`config.mk`:
```
export PLATFORM = sky130hd
export DESIGN_NAME = display_standby_power_manager
export DESIGN_NICKNAME = d
export VERILOG_FILES = /design/src/design/display_standby_power_manager.v
export VERILOG_INCLUDE_DIRS = /design/src /design/src/design
export SDC_FILE = /design/constraint.sdc
export NUM_CORES = 1
export LEC_CHECK = 0
export ABC_AREA = 1
export ABC_CLOCK_PERIOD_IN_PS = 3400
export BUFFER_PORTS_ARGS = -buffer_cell sky130_fd_sc_hd__buf_4
export CORE_MARGIN = 3
export CORE_UTILIZATION = 43
export CTS_CLUSTER_SIZE = 28
export DETAILED_ROUTE_END_ITERATION = 10
export SLEW_MARGIN = 20
export SYNTH_ARGS = -nofsm -noshare
export SYNTH_HDL_FRONTEND = slang
export SYNTH_SLANG_ARGS = --single-unit
```
`constraint.sdc`:
```
create_clock -name clk -period 3.4 [get_ports clk]
set_clock_uncertainty 0.05 [all_clocks]
set_input_delay 0.68 -clock clk [delete_from_list [all_inputs] [get_ports clk]]
set_output_delay 0.68 -clock clk [all_outputs]
set_load 0.03 [all_outputs]
```
`src/design/standby_power_defs.vh`:
```
`ifndef STANDBY_POWER_DEFS_VH
`define STANDBY_POWER_DEFS_VH
// Register byte offsets
`define REG_STANDBY_CTRL     4'h0
`define REG_RELOAD_CTRL      4'h4
`define REG_STATUS           4'h8
// Standby control fields
`define TIMEOUT_LSB          0
`define TIMEOUT_MSB          3
`define SW_STANDBY_BIT       4
`define FRAME_ACCEL_BIT      5
`define DUAL_SCAN_BIT        6
// Reload control fields
`define HOST_RELOAD_BIT      5
`define ACTIVITY_RELOAD_BIT  6
`define KEYBOARD_RELOAD_BIT  7
// Reset values
`define CTRL_RESET           8'h00
`define RELOAD_RESET         8'h00
// Timing
`define CLK_HZ               100000000
`define PANEL_DELAY_MS       32
`define PANEL_DELAY_CYCLES   ((`PANEL_DELAY_MS * (`CLK_HZ / 1000)))
`define MINUTE_S             60
`define MINUTE_CYCLES        (`MINUTE_S * 38'h5f5_e100)
`define MCLK_STANDBY_DIV     6
`endif

```
`src/design/display_standby_power_manager.v`:
```
`include "standby_power_defs.vh"
module display_standby_power_manager
#(
    parameter DELAY_CYCLES  = `PANEL_DELAY_CYCLES,
    parameter MINUTE_CYCLES = `MINUTE_CYCLES
)
(
    input  wire        clk,
    input  wire        srst,
    input  wire [3:0]  addr,
    input  wire [7:0]  wdata,
    input  wire        wr,
    input  wire        rd,
    output reg  [7:0]  rdata,
    input  wire        standby_in,
    input  wire        ac_power_inhibit,
    input  wire        activity_in,
    input  wire        host_access,
    input  wire        keyboard_access,
    output reg         panel_logic_supply_en,
    output reg         panel_bias_supply_en,
    output reg         panel_backlight_en,
    output reg         panel_signals_en,
    output reg         video_clock_en,
    output reg         crt_clock_en,
    output reg         mclk_slow_en,
    output reg         dac_low_power,
    output reg         frame_accel_en,
    output reg         refresh_en,
    output reg         host_access_allowed,
    output reg         standby_active
);
    // State codes also appear in the status register
    localparam ST_OFF    = 3'd0;
    localparam ST_UP1    = 3'd1;
    localparam ST_UP2    = 3'd2;
    localparam ST_ON     = 3'd3;
    localparam ST_DN1    = 3'd4;
    localparam ST_DN2    = 3'd5;

    reg  [7:0]  ctrl;
    reg  [7:0]  reload;
    reg  [2:0]  state;
    reg  [31:0] delay_cnt;
    reg  [37:0] minute_cnt;
    reg  [3:0]  minutes_left;
    reg         timer_expired;
    reg  [2:0]  mclk_div;
    reg         standby_s1, standby_s2;
    reg         inhibit_s1, inhibit_s2;
    // Third activity flop exists only to find pin edges
    reg         act_s1, act_s2, act_s3;
    reg         host_s1, host_s2;
    reg         kbd_s1, kbd_s2;

    wire [3:0] timeout = ctrl[`TIMEOUT_MSB:`TIMEOUT_LSB];
    wire       ctrl_wr = wr && (addr == `REG_STANDBY_CTRL);
    wire       act_edge = act_s2 ^ act_s3;
    wire       reload_evt =
        (reload[`ACTIVITY_RELOAD_BIT] && act_edge) ||
        (reload[`HOST_RELOAD_BIT] && host_s2) ||
        (reload[`KEYBOARD_RELOAD_BIT] && kbd_s2);
    // Timer, software bit and pin are simply ORed
    wire       standby_req = timer_expired ||
                             ctrl[`SW_STANDBY_BIT] ||
                             standby_s2;
    wire       delay_done = (delay_cnt == 32'd0);

    // State decodes shared by the output registers
    function supply_on;
        input [2:0] s;
        begin
            supply_on = (s != ST_OFF);
        end
    endfunction

    function signals_on;
        input [2:0] s;
        begin
            signals_on = (s == ST_UP2) ||
                         (s == ST_ON) ||
                         (s == ST_DN1);
        end
    endfunction

    function lamps_on;
        input [2:0] s;
        begin
            lamps_on = (s == ST_ON);
        end
    endfunction

    function is_off;
        input [2:0] s;
        begin
            is_off = (s == ST_OFF);
        end
    endfunction

    function [31:0] delay_start;
        input dummy;
        begin
            delay_start = DELAY_CYCLES - 1;
        end
    endfunction

    // Pins are asynchronous to clk, so each passes two flops first
    always @(posedge clk)
    begin
        if (srst)
        begin
            standby_s1 <= 1'b0;
            standby_s2 <= 1'b0;
            inhibit_s1 <= 1'b0;
            inhibit_s2 <= 1'b0;
            act_s1     <= 1'b0;
            act_s2     <= 1'b0;
            act_s3     <= 1'b0;
            host_s1    <= 1'b0;
            host_s2    <= 1'b0;
            kbd_s1     <= 1'b0;
            kbd_s2     <= 1'b0;
        end
        else
        begin
            standby_s1 <= standby_in;
            standby_s2 <= standby_s1;
            inhibit_s1 <= ac_power_inhibit;
            inhibit_s2 <= inhibit_s1;
            act_s1     <= activity_in;
            act_s2     <= act_s1;
            act_s3     <= act_s2;
            host_s1    <= host_access;
            host_s2    <= host_s1;
            kbd_s1     <= keyboard_access;
            kbd_s2     <= kbd_s1;
        end
    end

    // Register file; contents survive standby untouched
    always @(posedge clk)
    begin
        if (srst)
        begin
            ctrl   <= `CTRL_RESET;
            reload <= `RELOAD_RESET;
        end
        else if (wr)
        begin
            if (addr == `REG_STANDBY_CTRL)
                ctrl <= wdata;
            else if (addr == `REG_RELOAD_CTRL)
                reload <= wdata;
        end
    end

    // Read data stands for one cycle, then returns to zero
    always @(posedge clk)
    begin
        if (srst)
            rdata <= 8'h00;
        else if (rd)
        begin
            case (addr)
                `REG_STANDBY_CTRL: rdata <= ctrl;
                `REG_RELOAD_CTRL:  rdata <= reload;
                `REG_STATUS:       rdata <= {minutes_left, timer_expired,
                                             state};
                default:           rdata <= 8'h00;
            endcase
        end
        else
            rdata <= 8'h00;
    end

    // Standby timer: minute tick from the system clock
    always @(posedge clk)
    begin
        if (srst)
        begin
            minute_cnt    <= 38'd0;
            minutes_left  <= 4'd0;
            timer_expired <= 1'b0;
        end
        // A write wins, so a timeout set up from zero loads at once
        else if (ctrl_wr)
        begin
            minute_cnt    <= 38'd0;
            minutes_left  <= wdata[`TIMEOUT_MSB:`TIMEOUT_LSB];
            timer_expired <= 1'b0;
        end
        else if (timeout == 4'd0)
        begin
            minute_cnt    <= 38'd0;
            minutes_left  <= 4'd0;
            timer_expired <= 1'b0;
        end
        else if (reload_evt)
        begin
            minute_cnt    <= 38'd0;
            minutes_left  <= timeout;
            timer_expired <= 1'b0;
        end
        else if (inhibit_s2)
        begin
            minute_cnt    <= minute_cnt;
        end
        else if (!timer_expired)
        begin
            if (minute_cnt == MINUTE_CYCLES - 1)
            begin
                minute_cnt <= 38'd0;
                if (minutes_left <= 4'd1)
                begin
                    minutes_left  <= 4'd0;
                    timer_expired <= 1'b1;
                end
                else
                    minutes_left <= minutes_left - 4'd1;
            end
            else
                minute_cnt <= minute_cnt + 38'd1;
        end
    end

    // Panel sequencer; a running sequence always finishes first
    always @(posedge clk)
    begin
        if (srst)
        begin
            state     <= ST_UP1;
            delay_cnt <= delay_start(1'b0);
        end
        else
        begin
            case (state)
                ST_OFF:
                    if (!standby_req)
                    begin
                        state     <= ST_UP1;
                        delay_cnt <= DELAY_CYCLES - 1;
                    end
                ST_UP1:
                    if (delay_done)
                    begin
                        state     <= ST_UP2;
                        delay_cnt <= DELAY_CYCLES - 1;
                    end
                    else
                        delay_cnt <= delay_cnt - 32'd1;
                ST_UP2:
                    if (delay_done)
                        state <= ST_ON;
                    else
                        delay_cnt <= delay_cnt - 32'd1;
                // New requests are only looked at in ON and OFF
                ST_ON:
                    if (standby_req)
                    begin
                        state     <= ST_DN1;
                        delay_cnt <= DELAY_CYCLES - 1;
                    end
                ST_DN1:
                    if (delay_done)
                    begin
                        state     <= ST_DN2;
                        delay_cnt <= DELAY_CYCLES - 1;
                    end
                    else
                        delay_cnt <= delay_cnt - 32'd1;
                ST_DN2:
                    if (delay_done)
                        state <= ST_OFF;
                    else
                        delay_cnt <= delay_cnt - 32'd1;
                default:
                    state <= ST_OFF;
            endcase
        end
    end

    // Memory clock enable pulses once every six cycles in standby
    always @(posedge clk)
    begin
        if (srst)
            mclk_div <= 3'd0;
        else if (!standby_active || mclk_div == `MCLK_STANDBY_DIV - 1)
            mclk_div <= 3'd0;
        else
            mclk_div <= mclk_div + 3'd1;
    end

    // Panel rails and signals follow the sequencer state
    always @(posedge clk)
    begin
        if (srst)
        begin
            panel_logic_supply_en <= 1'b0;
            panel_bias_supply_en  <= 1'b0;
            panel_backlight_en    <= 1'b0;
            panel_signals_en      <= 1'b0;
        end
        else
        begin
            panel_logic_supply_en <= supply_on(state);
            panel_signals_en      <= signals_on(state);
            panel_bias_supply_en  <= lamps_on(state);
            panel_backlight_en    <= lamps_on(state);
        end
    end

    // Clock gating and DAC power track the standby state
    always @(posedge clk)
    begin
        if (srst)
        begin
            video_clock_en        <= 1'b0;
            crt_clock_en          <= 1'b0;
            mclk_slow_en          <= 1'b0;
            dac_low_power         <= 1'b0;
            standby_active        <= 1'b0;
        end
        else
        begin
            standby_active        <= is_off(state);
            video_clock_en        <= supply_on(state);
            crt_clock_en          <= supply_on(state);
            mclk_slow_en          <= supply_on(state) ||
                                     (mclk_div == 3'd0);
            dac_low_power         <= is_off(state);
        end
    end

    // Refresh and host access never stop, in normal mode or standby
    always @(posedge clk)
    begin
        if (srst)
        begin
            frame_accel_en        <= 1'b0;
            refresh_en            <= 1'b0;
            host_access_allowed   <= 1'b0;
        end
        else
        begin
            frame_accel_en        <= ctrl[`FRAME_ACCEL_BIT] &&
                                     ctrl[`DUAL_SCAN_BIT];
            refresh_en            <= 1'b1;
            host_access_allowed   <= 1'b1;
        end
    end
endmodule

```
==> results of run 1 <==
[worst register-to-register path: cells and delay by family (launching register included)]
kind / cells / cell delay [ps]
simple gates: 8 / 1400
flops: 1 / 380
buf+inv: 1 / 90
[Yosys cell counts (all sizes together)]
library cell / count
nand4: 30
xor2: 16
xnor2: 7
ha: 8
nor2: 186
a31oi: 2
inv: 136
o221ai: 7
and2: 2
clkbuf: 8
or2: 2
o21bai: 2
clkinv: 3
nor3b: 8
nor4: 5
a21oi: 41
nor3: 24
o211ai: 3
buf: 17
dfxtp: 123
nand3: 91
o21ai: 33
o22ai: 1
nand2: 289
nand3b: 2
[path summary, 6_finish.rpt]
kind,depth (start not counted),slack [ps],end,from
setup / recovery,9,1340,minute_cnt[20],minute_cnt[24]
hold / removal,2,350,kbd_s2,kbd_s1
hold reg to reg,2,350,kbd_s2,kbd_s1
setup reg to reg,9,1340,minute_cnt[20],minute_cnt[24]
[power by group through the flow]
stage | logic [mW] | registers [mW] | clock network, mW
final | 0.167 | 1.48 | 1.75
after global routing | 0.189 | 1.48 | 1.85
after CTS | 0.168 | 1.48 | 1.78
after detailed placement | 0.168 | 1.51 | 0
after global placement | 0.167 | 1.51 | 0
after floorplan | 0.115 | 1.51 | 0
[state kept, by name, summed over array words and instances (netlist names), 3 cells and up]
signal / flops
ctrl: 8
delay_cnt: 32
mclk_div: 3
minute_cnt: 38
minutes_left: 4
rdata: 8
reload: 8
state: 3
[metal layers]
metal | global-route usage, % | vias to the layer above | part of all wire [%]
met5 | 0 | - | 0
met4 | 6.29 | 0 | 1.5
met3 | 4.27 | 22 | 4.5
met2 | 32.0 | 150 | 46
met1 | 26.5 | 2896 | 48
li1 | - | 3414 | -
[per-stage QoR]
stage	util, %	instance area [µm²]	worst slack (ps)	power [mW]	hold WS (ps)
global placement	47.2	7280	1030	1.68	344
global route	50.9	7850	1130	3.52	373
detailed placement	47.2	7280	979	1.68	346
floorplan	-	6860	1600	1.62	338
CTS	50.9	7850	1330	3.43	354
finish	50.9	7850	1340	3.39	352
[layout make-up]
class,count,area [µm²],share of cell area [%]
Multi-Input combinational cell,759,3700,47.1
Sequential cell,123,2460,31.4
Inverter,139,527,6.71
Clock buffer,20,447,5.69
Timing Repair Buffer,44,330,4.21
Tap cell,211,264,3.36
Clock inverter,11,123,1.56
[cells by family after synthesis]
group	after synthesis	synth area share, %
simple gates	639	42.3
xor+xnor	23	2.94
fa+ha+maj	8	1.46
buf+inv	164	10.1
flops	123	35.9
compound gates	89	7.28
==> results.cfg, run 1 <==
[global_routing]
grt_pass1_vias = 5841
grt_pass1_wl_um = 28400
grt_usage_pct = 19.8
grt_overflow = 0
antenna_found_initial = 0
grt_max_degree = 37

[yosys]
synth-seq-area-share_pct = 35.9
synthesis.area_mm2 = 0.00686
ys_ff_latch = 123
yosysTopAreaCell = dfxtp_1
syn_nets = 1075
yosysWarnings = 0
synthDistinctLibCells = 44
yosys-top-cells-area = dfxtp_1 (36%), nand2_1 (15%), nor2_1 (9.4%)
postSynthCellCount = 1046
synth_top_cell_area_share_pct = 35.9
syn_area_per_cell_um2 = 6.56

[clocking]
cts_tree = done
cts.clk_slew.worst_paths_ps = 60
numCtsBuffers = 17
clock_latency_ps = 420
cts_setup_buffers = 0
cts_hold_buf = 0
htreeDepth = 4
ctsResizeCount = 0
clk_path_buf_depth = 2
cts_root_buf = clkbuf_16
cts_sinks = 123

[routing]
drt_pre_antenna_iters = 5
via_per_inst = 4.96
drt_iter0_drc = 475
routed-via-count = 6482
wl_per_cell_um = 13.2
wirelength_um = 17200
drc = 0
antenna_left = 0

[die]
ios = 41
start_util_pct = 44.4
placementRows = 45
fp.dieW_um = 132
core-area_mm2 = 0.0154
dieArea_mm2 = 0.0175
fp.dieH_um = 132

[timing]
tightest_slew_ps = 658
finalCriticalPeriod_ps = 2060
tns_ps = 0
max_freq_mhz = 485
setup_viol = 0
rsz0062_at_grt = no
hold_viol_final = 0
relSlewSlack_pct = 55.8
fin_crit_sh_pct = 60.6
slew_viol_final = 0

[place]
dpl.cell_count = 1276
finalWeightedCongestion = 0.886
port_buffers = 40
hpwl_um = 12600

[worst_setup_path]
crit_slowest_cell = nand2_2
required_ps = 3640
path_max_fanout = 21
cp.buffers_inverters = 1
path_cells = inv_1 > nor2_1 > nand3_1 > nor2_1 > nand2_1 > nor2_1 > nand3_1 > nand2_2 > nor3_1
critPathArrivalTime_ps = 2300
max_stage_delay_ps = 490
criticalPathCategory = reg -> reg
cp-end-kind = register
path_common_cell = nor2_1
cp-start-kind = register
critical_path.top_delay_family = simple AND/OR/NAND/NOR gates

[power_and_ir_drop]
leakage_nw = 3.30
vdd_ir_drop_max_mv = 0.353
pwr-share-seq_pct = 43.5
pwr_density_cell_mw_per_mm2 = 432
p_comb_share_pct = 4.9
switching_share_pct = 23.1
clkPwrFrac_pct = 51.5
p_int_mw = 2.61
power_switching_uw = 783

[layout]
area_delta_synth_final_pct = 14.5
layout_common_cells = nand2_1 (271), nor2_1 (172), inv_1 (127), dfxtp_1 (123), nand3_1 (88)
layout_commonest_cell = nand2_1
instances_no_fill = 1307
drive_gt1_share_pct = 12.0
antennaDiodeCount = 0
nFillCells = 1588
final_nets = 1113

[run_status]
status = completed

[worst_hold_path]
hold_class = reg -> reg

[job]
cap_violations = 0
(Power assumes the default switching activity.)
==> run 2, diff against run 1 <==
--- a/config.mk
+++ b/config.mk
@@ -6,8 +6,8 @@
 export SDC_FILE = /design/constraint.sdc
 export NUM_CORES = 1
 export LEC_CHECK = 0
-export ABC_AREA = 1
-export ABC_CLOCK_PERIOD_IN_PS = 3400
+export ABC_AREA = 0
+export ABC_CLOCK_PERIOD_IN_PS = 1800
 export BUFFER_PORTS_ARGS = -buffer_cell sky130_fd_sc_hd__buf_4
 export CORE_MARGIN = 3
 export CORE_UTILIZATION = 43
==> constraint.sdc (replaced) <==
create_clock -name clk -period 1.8 [get_ports clk]
set_clock_uncertainty 0.05 [all_clocks]
set_input_delay 0.36 -clock clk [delete_from_list [all_inputs] [get_ports clk]]
set_output_delay 0.36 -clock clk [all_outputs]
set_load 0.03 [all_outputs]
==> run 2 against run 1 <==
Against the previous run:
- the run now ends with negative setup slack left
- critical path type unchanged
- die area shrank 11%
- utilization grew 17 points
- maximum frequency shrank 15%
- combinational power grew 110%
- flip-flop and latch count is the same
- power grew 90%
- critical path depth shrank 3
- non-clock buffer count grew 185
- sequential power grew 87%
==> results.cfg, run 2 <==
[timing]
hold_viol_final = 0
relSlewSlack_pct = 68.8
max_freq_mhz = 413
tightest_slew_ps = 464
hold_ws_ps = 98.6
slew_viol_final = 0
finalCriticalPeriod_ps = 2420
fin_crit_sh_pct = 135
setup_viol = 78
worst_slack_ps = -622
tns_ps = -37440
rsz0062_at_grt = yes

[place]
finalWeightedCongestion = 0.873
port_buffers = 40
dpl_cell_area_mm2 = 0.00788
hpwl_um = 12200
dpl.cell_count = 1054

[yosys]
synth_adder_area_share_pct = 1.65
synthesis.area_mm2 = 0.00607
synth_common_cells = dfxtp_1 (123), nor2_1 (78), a21oi_1 (56), nand2_1 (51), nand3_1 (30)
syn_nets = 740
synth_top_cell_area_share_pct = 40.6
yosys-top-cells-area = dfxtp_1 (41%), nor2_1 (4.8%), a21oi_1 (4.6%)
yosysMostFrequentCell = dfxtp_1
synth_compound_area_share_pct = 13.9
syn_area_per_cell_um2 = 8.53
synthArstFlopShare_pct = 0
ys.flop_type = dfxtp_1
yosysTopAreaCell = dfxtp_1
synth_edf_count = 0
synth-simple-area-share_pct = 32.2
synth_xor_area_share_pct = 5.34
synth_top_family_by_area = simple AND/OR/NAND/NOR gates
synth_mux_area_share_pct = 1.98
postSynthCellCount = 711
yosysWarnings = 0
synth-seq-area-share_pct = 40.6
synthDistinctLibCells = 63
ys_ff_latch = 123

[power_and_ir_drop]
vdd_ir_drop_max_mv = 0.621
pwr_density_cell_mw_per_mm2 = 710
leakage_nw = 3.49

[clocking]
htreeDepth = 4
cts_tree = done
clock_latency_ps = 420
cts_sinks = 123
cts_root_buf = clkbuf_16
clk_path_buf_depth = 2
numCtsBuffers = 17
cts_hold_buf = 0
cts.clk_slew.worst_paths_ps = 60

[layout]
antennaDiodeCount = 0
top_regs = minute_cnt: 38 flops, delay_cnt: 32 flops
instances_no_fill = 1106
largest-register = minute_cnt
final_core_util_pct = 67.5
final_cell_area_mm2 = 0.00911
largest_reg_flops = 38
drive_gt1_share_pct = 40.9
layout_common_cells = buf_4 (204), dfxtp_1 (114), nor2_1 (61), nand2_1 (48), a21oi_1 (40)
final_nets = 946
layout_commonest_cell = buf_4
area_delta_synth_final_pct = 50.2
nFillCells = 1053

[global_routing]
antenna_found_initial = 0
grt_pass1_wl_um = 29100
grt_max_degree = 26
grt_pass1_vias = 6214
grt_overflow = 0
grt_usage_pct = 22.5

[worst_setup_path]
critPathArrivalTime_ps = 2680
required_ps = 2060
cp-start-kind = register
cp-startpoint = delay_cnt[9]
r2r_cells = 6
path_max_fanout = 5
r2r_start = delay_cnt[9]
worst_r2r_endpoint = delay_cnt[5]
critical_path.endpoint = delay_cnt[5]
criticalPathCategory = reg -> reg
cp-end-kind = register
reg2reg_slack_ps = -620

[die]
core-area_mm2 = 0.0135
dieArea_mm2 = 0.0156
ios = 41
start_util_pct = 44.9
fp.dieH_um = 125
fp.dieW_um = 125
placementRows = 42

[run_status]
status = finished with violations
violations = negative setup slack

[routing]
drt_iter0_drc = 318
routed-via-count = 6249
wirelength_um = 18200
wl_per_cell_um = 16.5
drc = 0
drt_pre_antenna_iters = 7
via_per_inst = 5.65
antenna_left = 0

[job]
cap_violations = 0

[worst_hold_path]
hold_class = in -> reg
[run 2: changes by cell type in the layout (fill, tap and decap cells not counted), sizes merged, moves of 15 or more]
| cell | before | now |
|---|---|---|
| o31ai | 0 | 16 |
| buf | 44 | 224 |
| or4 | 0 | 28 |
| nor2 | 186 | 78 |
| nand2 | 289 | 51 |
| inv | 136 | 17 |
| a21oi | 41 | 56 |
| nor4 | 5 | 26 |
| nand3 | 91 | 30 |
| o21ai | 33 | 14 |
[run 2: worst max-delay path, stage by stage, from the launching register on]
cell	delay (ps)
dfxtp_2	320
or4_4	580
or4_4	630
nor3_4	290
buf_6	160
o21ai_2	50
a211o_1	220
[run 2: metrics by stage]
step           power [mW]  setup slack (ps)
5_1_grt              6.68              -696
2_1_floorplan        3.01              -537
3_5_place_dp         3.13              -630
3_3_place_gp         3.13              -612
4_1_cts              6.48              -564
6_report             6.47              -622
[run 2: layout make-up]
cell class                      count  area [µm²]  share of cell area (%)
Multi-Input combinational cell    532        3820                    41.9
Sequential cell                   123        2470                    27.2
Timing Repair Buffer              229        1960                    21.5
Clock buffer                       21         470                    5.16
Tap cell                          176         220                    2.42
Clock inverter                     11         110                    1.21
Inverter                           14        52.6                   0.577
[run 2: how the worst min path moves through the flow]
stage / depth (start not counted) / endpoint / from
after floorplan: 1 / act_s2 / act_s1
after global placement: 1 / act_s2 / act_s1
after detailed placement: 1 / kbd_s2 / kbd_s1
after CTS: 2 / host_s1 / host_access
after global routing: 2 / standby_s1 / standby_in
final: 2 / kbd_s1 / keyboard_access
[run 2: per-layer routing]
layer	share of wire [%]	up-vias	GRT usage, %
li1	-	3026	-
met1	41	2994	25.5
met2	51	174	39.9
met3	4.5	55	5.57
met4	3.2	0	9.35
met5	0	-	0
[run 2: logic make-up (layout without fill, tap and decap cells)]
family,after synthesis,in the layout
buffers and inverters,56,275
adders and majority gates,8,8
muxes,12,12
xor gates and xnor gates,37,37
AOI/OAI and AO/OA,130,130
and+or+nand+nor,345,345
DFF,123,123
[run 2: where the power goes]
| part | total, mW | switching [mW] | internal (mW) |
|---|---|---|---|
| logic | 0.351 | 0.182 | 0.169 |
| clock network | 3.34 | 1.32 | 2.03 |
| registers | 2.77 | 0.0181 | 2.75 |
| total | 6.47 | 1.52 | 4.95 |
[run 2: timing repair]
item                                    CTS  global route
endpoints found under the setup margin   78            78
pin swaps                                24            14
setup buffers                            10             7
cloned                                    3             4
gates resized for setup                  50            39
==> run 3, diff against run 2 <==
--- a/config.mk
+++ b/config.mk
@@ -7,7 +7,7 @@
 export NUM_CORES = 1
 export LEC_CHECK = 0
 export ABC_AREA = 0
-export ABC_CLOCK_PERIOD_IN_PS = 1800
+export ABC_CLOCK_PERIOD_IN_PS = 2400
 export BUFFER_PORTS_ARGS = -buffer_cell sky130_fd_sc_hd__buf_4
 export CORE_MARGIN = 3
 export CORE_UTILIZATION = 43
==> constraint.sdc (replaced) <==
create_clock -name clk -period 2.4 [get_ports clk]
set_clock_uncertainty 0.05 [all_clocks]
set_input_delay 0.48 -clock clk [delete_from_list [all_inputs] [get_ports clk]]
set_output_delay 0.48 -clock clk [all_outputs]
set_load 0.03 [all_outputs]
==> run 3 against run 2 <==
Against the previous run:
- the flow now finishes without violations
- register-to-register slack gained 650 ps
- cell count is 9.6% lower
- critical path depth decreased by 1
==> results.cfg, run 3 (same netlist as run 2, synthesis figures left out) <==
[global_routing]
grt_overflow = 0
grt_pass1_vias = 5366
antenna_found_initial = 0
grt_usage_pct = 20.2
grt_max_degree = 41
grt_pass1_wl_um = 26200

[timing]
max_freq_mhz = 422
hold_viol_final = 0
slew_viol_final = 0
tns_ps = 0
relSlewSlack_pct = 61.7
rsz0062_at_grt = yes
tightest_slew_ps = 570
finalCriticalPeriod_ps = 2370
setup_viol = 0
fin_crit_sh_pct = 98.8
worst_slack_ps = 29.9

[clocking]
clk_path_buf_depth = 2
cts_tree = done
htreeDepth = 4
cts_sinks = 123
cts_root_buf = clkbuf_16
numCtsBuffers = 17
clock_latency_ps = 420
cts.clk_slew.worst_paths_ps = 60
cts_hold_buf = 0

[die]
start_util_pct = 44.9
dieArea_mm2 = 0.0156
ios = 41
fp.dieH_um = 125
core-area_mm2 = 0.0135
placementRows = 42
fp.dieW_um = 125

[layout]
nFillCells = 1169
antennaDiodeCount = 0
area_delta_synth_final_pct = 28.2
layout_common_cells = dfxtp_1 (119), buf_4 (117), nor2_1 (78), a21oi_1 (56), nand2_1 (50)
largest-register = minute_cnt
top_regs = minute_cnt: 38 flops, delay_cnt: 32 flops
drive_gt1_share_pct = 25.1
layout_commonest_cell = dfxtp_1
largest_reg_flops = 38
final_nets = 840

[worst_setup_path]
cp-startpoint = delay_cnt[9]
cp-start-kind = register
critPathArrivalTime_ps = 2630
reg2reg_slack_ps = 30
critical_path.endpoint = delay_cnt[3]
cp-end-kind = register
r2r_start = delay_cnt[9]
required_ps = 2660
criticalPathCategory = reg -> reg
r2r_cells = 5
path_max_fanout = 5
worst_r2r_endpoint = delay_cnt[3]

[routing]
wirelength_um = 16100
via_per_inst = 5.71
routed-via-count = 5708
antenna_left = 0
drt_iter0_drc = 435
drt_pre_antenna_iters = 8
drc = 0
wl_per_cell_um = 16.1

[power_and_ir_drop]
pwr_density_cell_mw_per_mm2 = 623
vdd_ir_drop_max_mv = 0.527
finalPower_mw = 4.84
leakage_nw = 2.83

[worst_hold_path]
hold_class = in -> reg

[place]
pre_cts_slack_ps = -11.5
port_buffers = 40
finalWeightedCongestion = 0.913
hpwl_um = 11300

[job]
cap_violations = 0

[run_status]
status = completed
==> run 3: cell count changes in the layout (fill, tap and decap cells not counted), sizes merged <==
cell | previous run | this run
clkinvlp | 3 | 4
bufbuf | 2 | 0
bufinv | 1 | 2
inv | 17 | 19
clkbuf | 24 | 18
buf | 224 | 122
==> run 3: layout make-up <==
cell class | count | area (µm²) | area share, %
tap | 176 | 220 | 2.83
clock buffer | 17 | 425 | 5.47
sequential | 123 | 2470 | 31.7
inverter | 14 | 52.6 | 0.675
multi-input combinational | 532 | 3470 | 44.6
timing repair buffer | 123 | 981 | 12.6
clock inverter | 15 | 165 | 2.12
==> run 3: how the worst min path moves through the flow <==
stage / end / cells after the start / start
finish: standby_s1 / 2 / standby_in
detailed placement: standby_s2 / 1 / standby_s1
CTS: standby_s1 / 2 / standby_in
floorplan: act_s2 / 1 / act_s1
global route: standby_s1 / 2 / standby_in
global placement: act_s2 / 1 / act_s1
==> run 3: per-layer routing <==
| metal | routed length, µm | vias up | GRT usage (%) |
|---|---|---|---|
| met4 | 280 | 0 | 6.19 |
| met1 | 7570 | 2723 | 26.7 |
| met5 | 0 | - | 0 |
| met2 | 7520 | 134 | 32.1 |
| li1 | - | 2827 | - |
| met3 | 705 | 24 | 5.75 |
==> run 3: what timing repair did <==
item,4_1_cts,5_1_grt
gates cloned,0,1
endpoints found under the setup margin,7,71
pin swaps,1,12
hold endpoints to repair,0,0
resized for setup,1,31
buffers inserted,2,4
==> run 3: worst max-delay path: stages (launching register included) <==
cell and delay (ps):
dfxtp_2 330, or4_4 550, or4_4 590, nor3_4 300, o31ai_1 120, a221o_1 310
==> run 3: report_power, final <==
group | total, mW | switching, mW | internal, mW
Clock | 2.55 | 1.01 | 1.55
Combinational | 0.204 | 0.110 | 0.0942
Sequential | 2.09 | 0.0191 | 2.07
==> run 3: through the flow <==
stage / util, % / cells / area, µm² / hold WS (ps)
global route: 57.6 / 1000 / 7780 / 208
global placement: 51.7 / 961 / 6990 / 375
floorplan: - / 711 / 6080 / 364
CTS: 56.3 / 995 / 7600 / 202
detailed placement: 51.7 / 961 / 6990 / 380
finish: 57.6 / 1000 / 7780 / 223
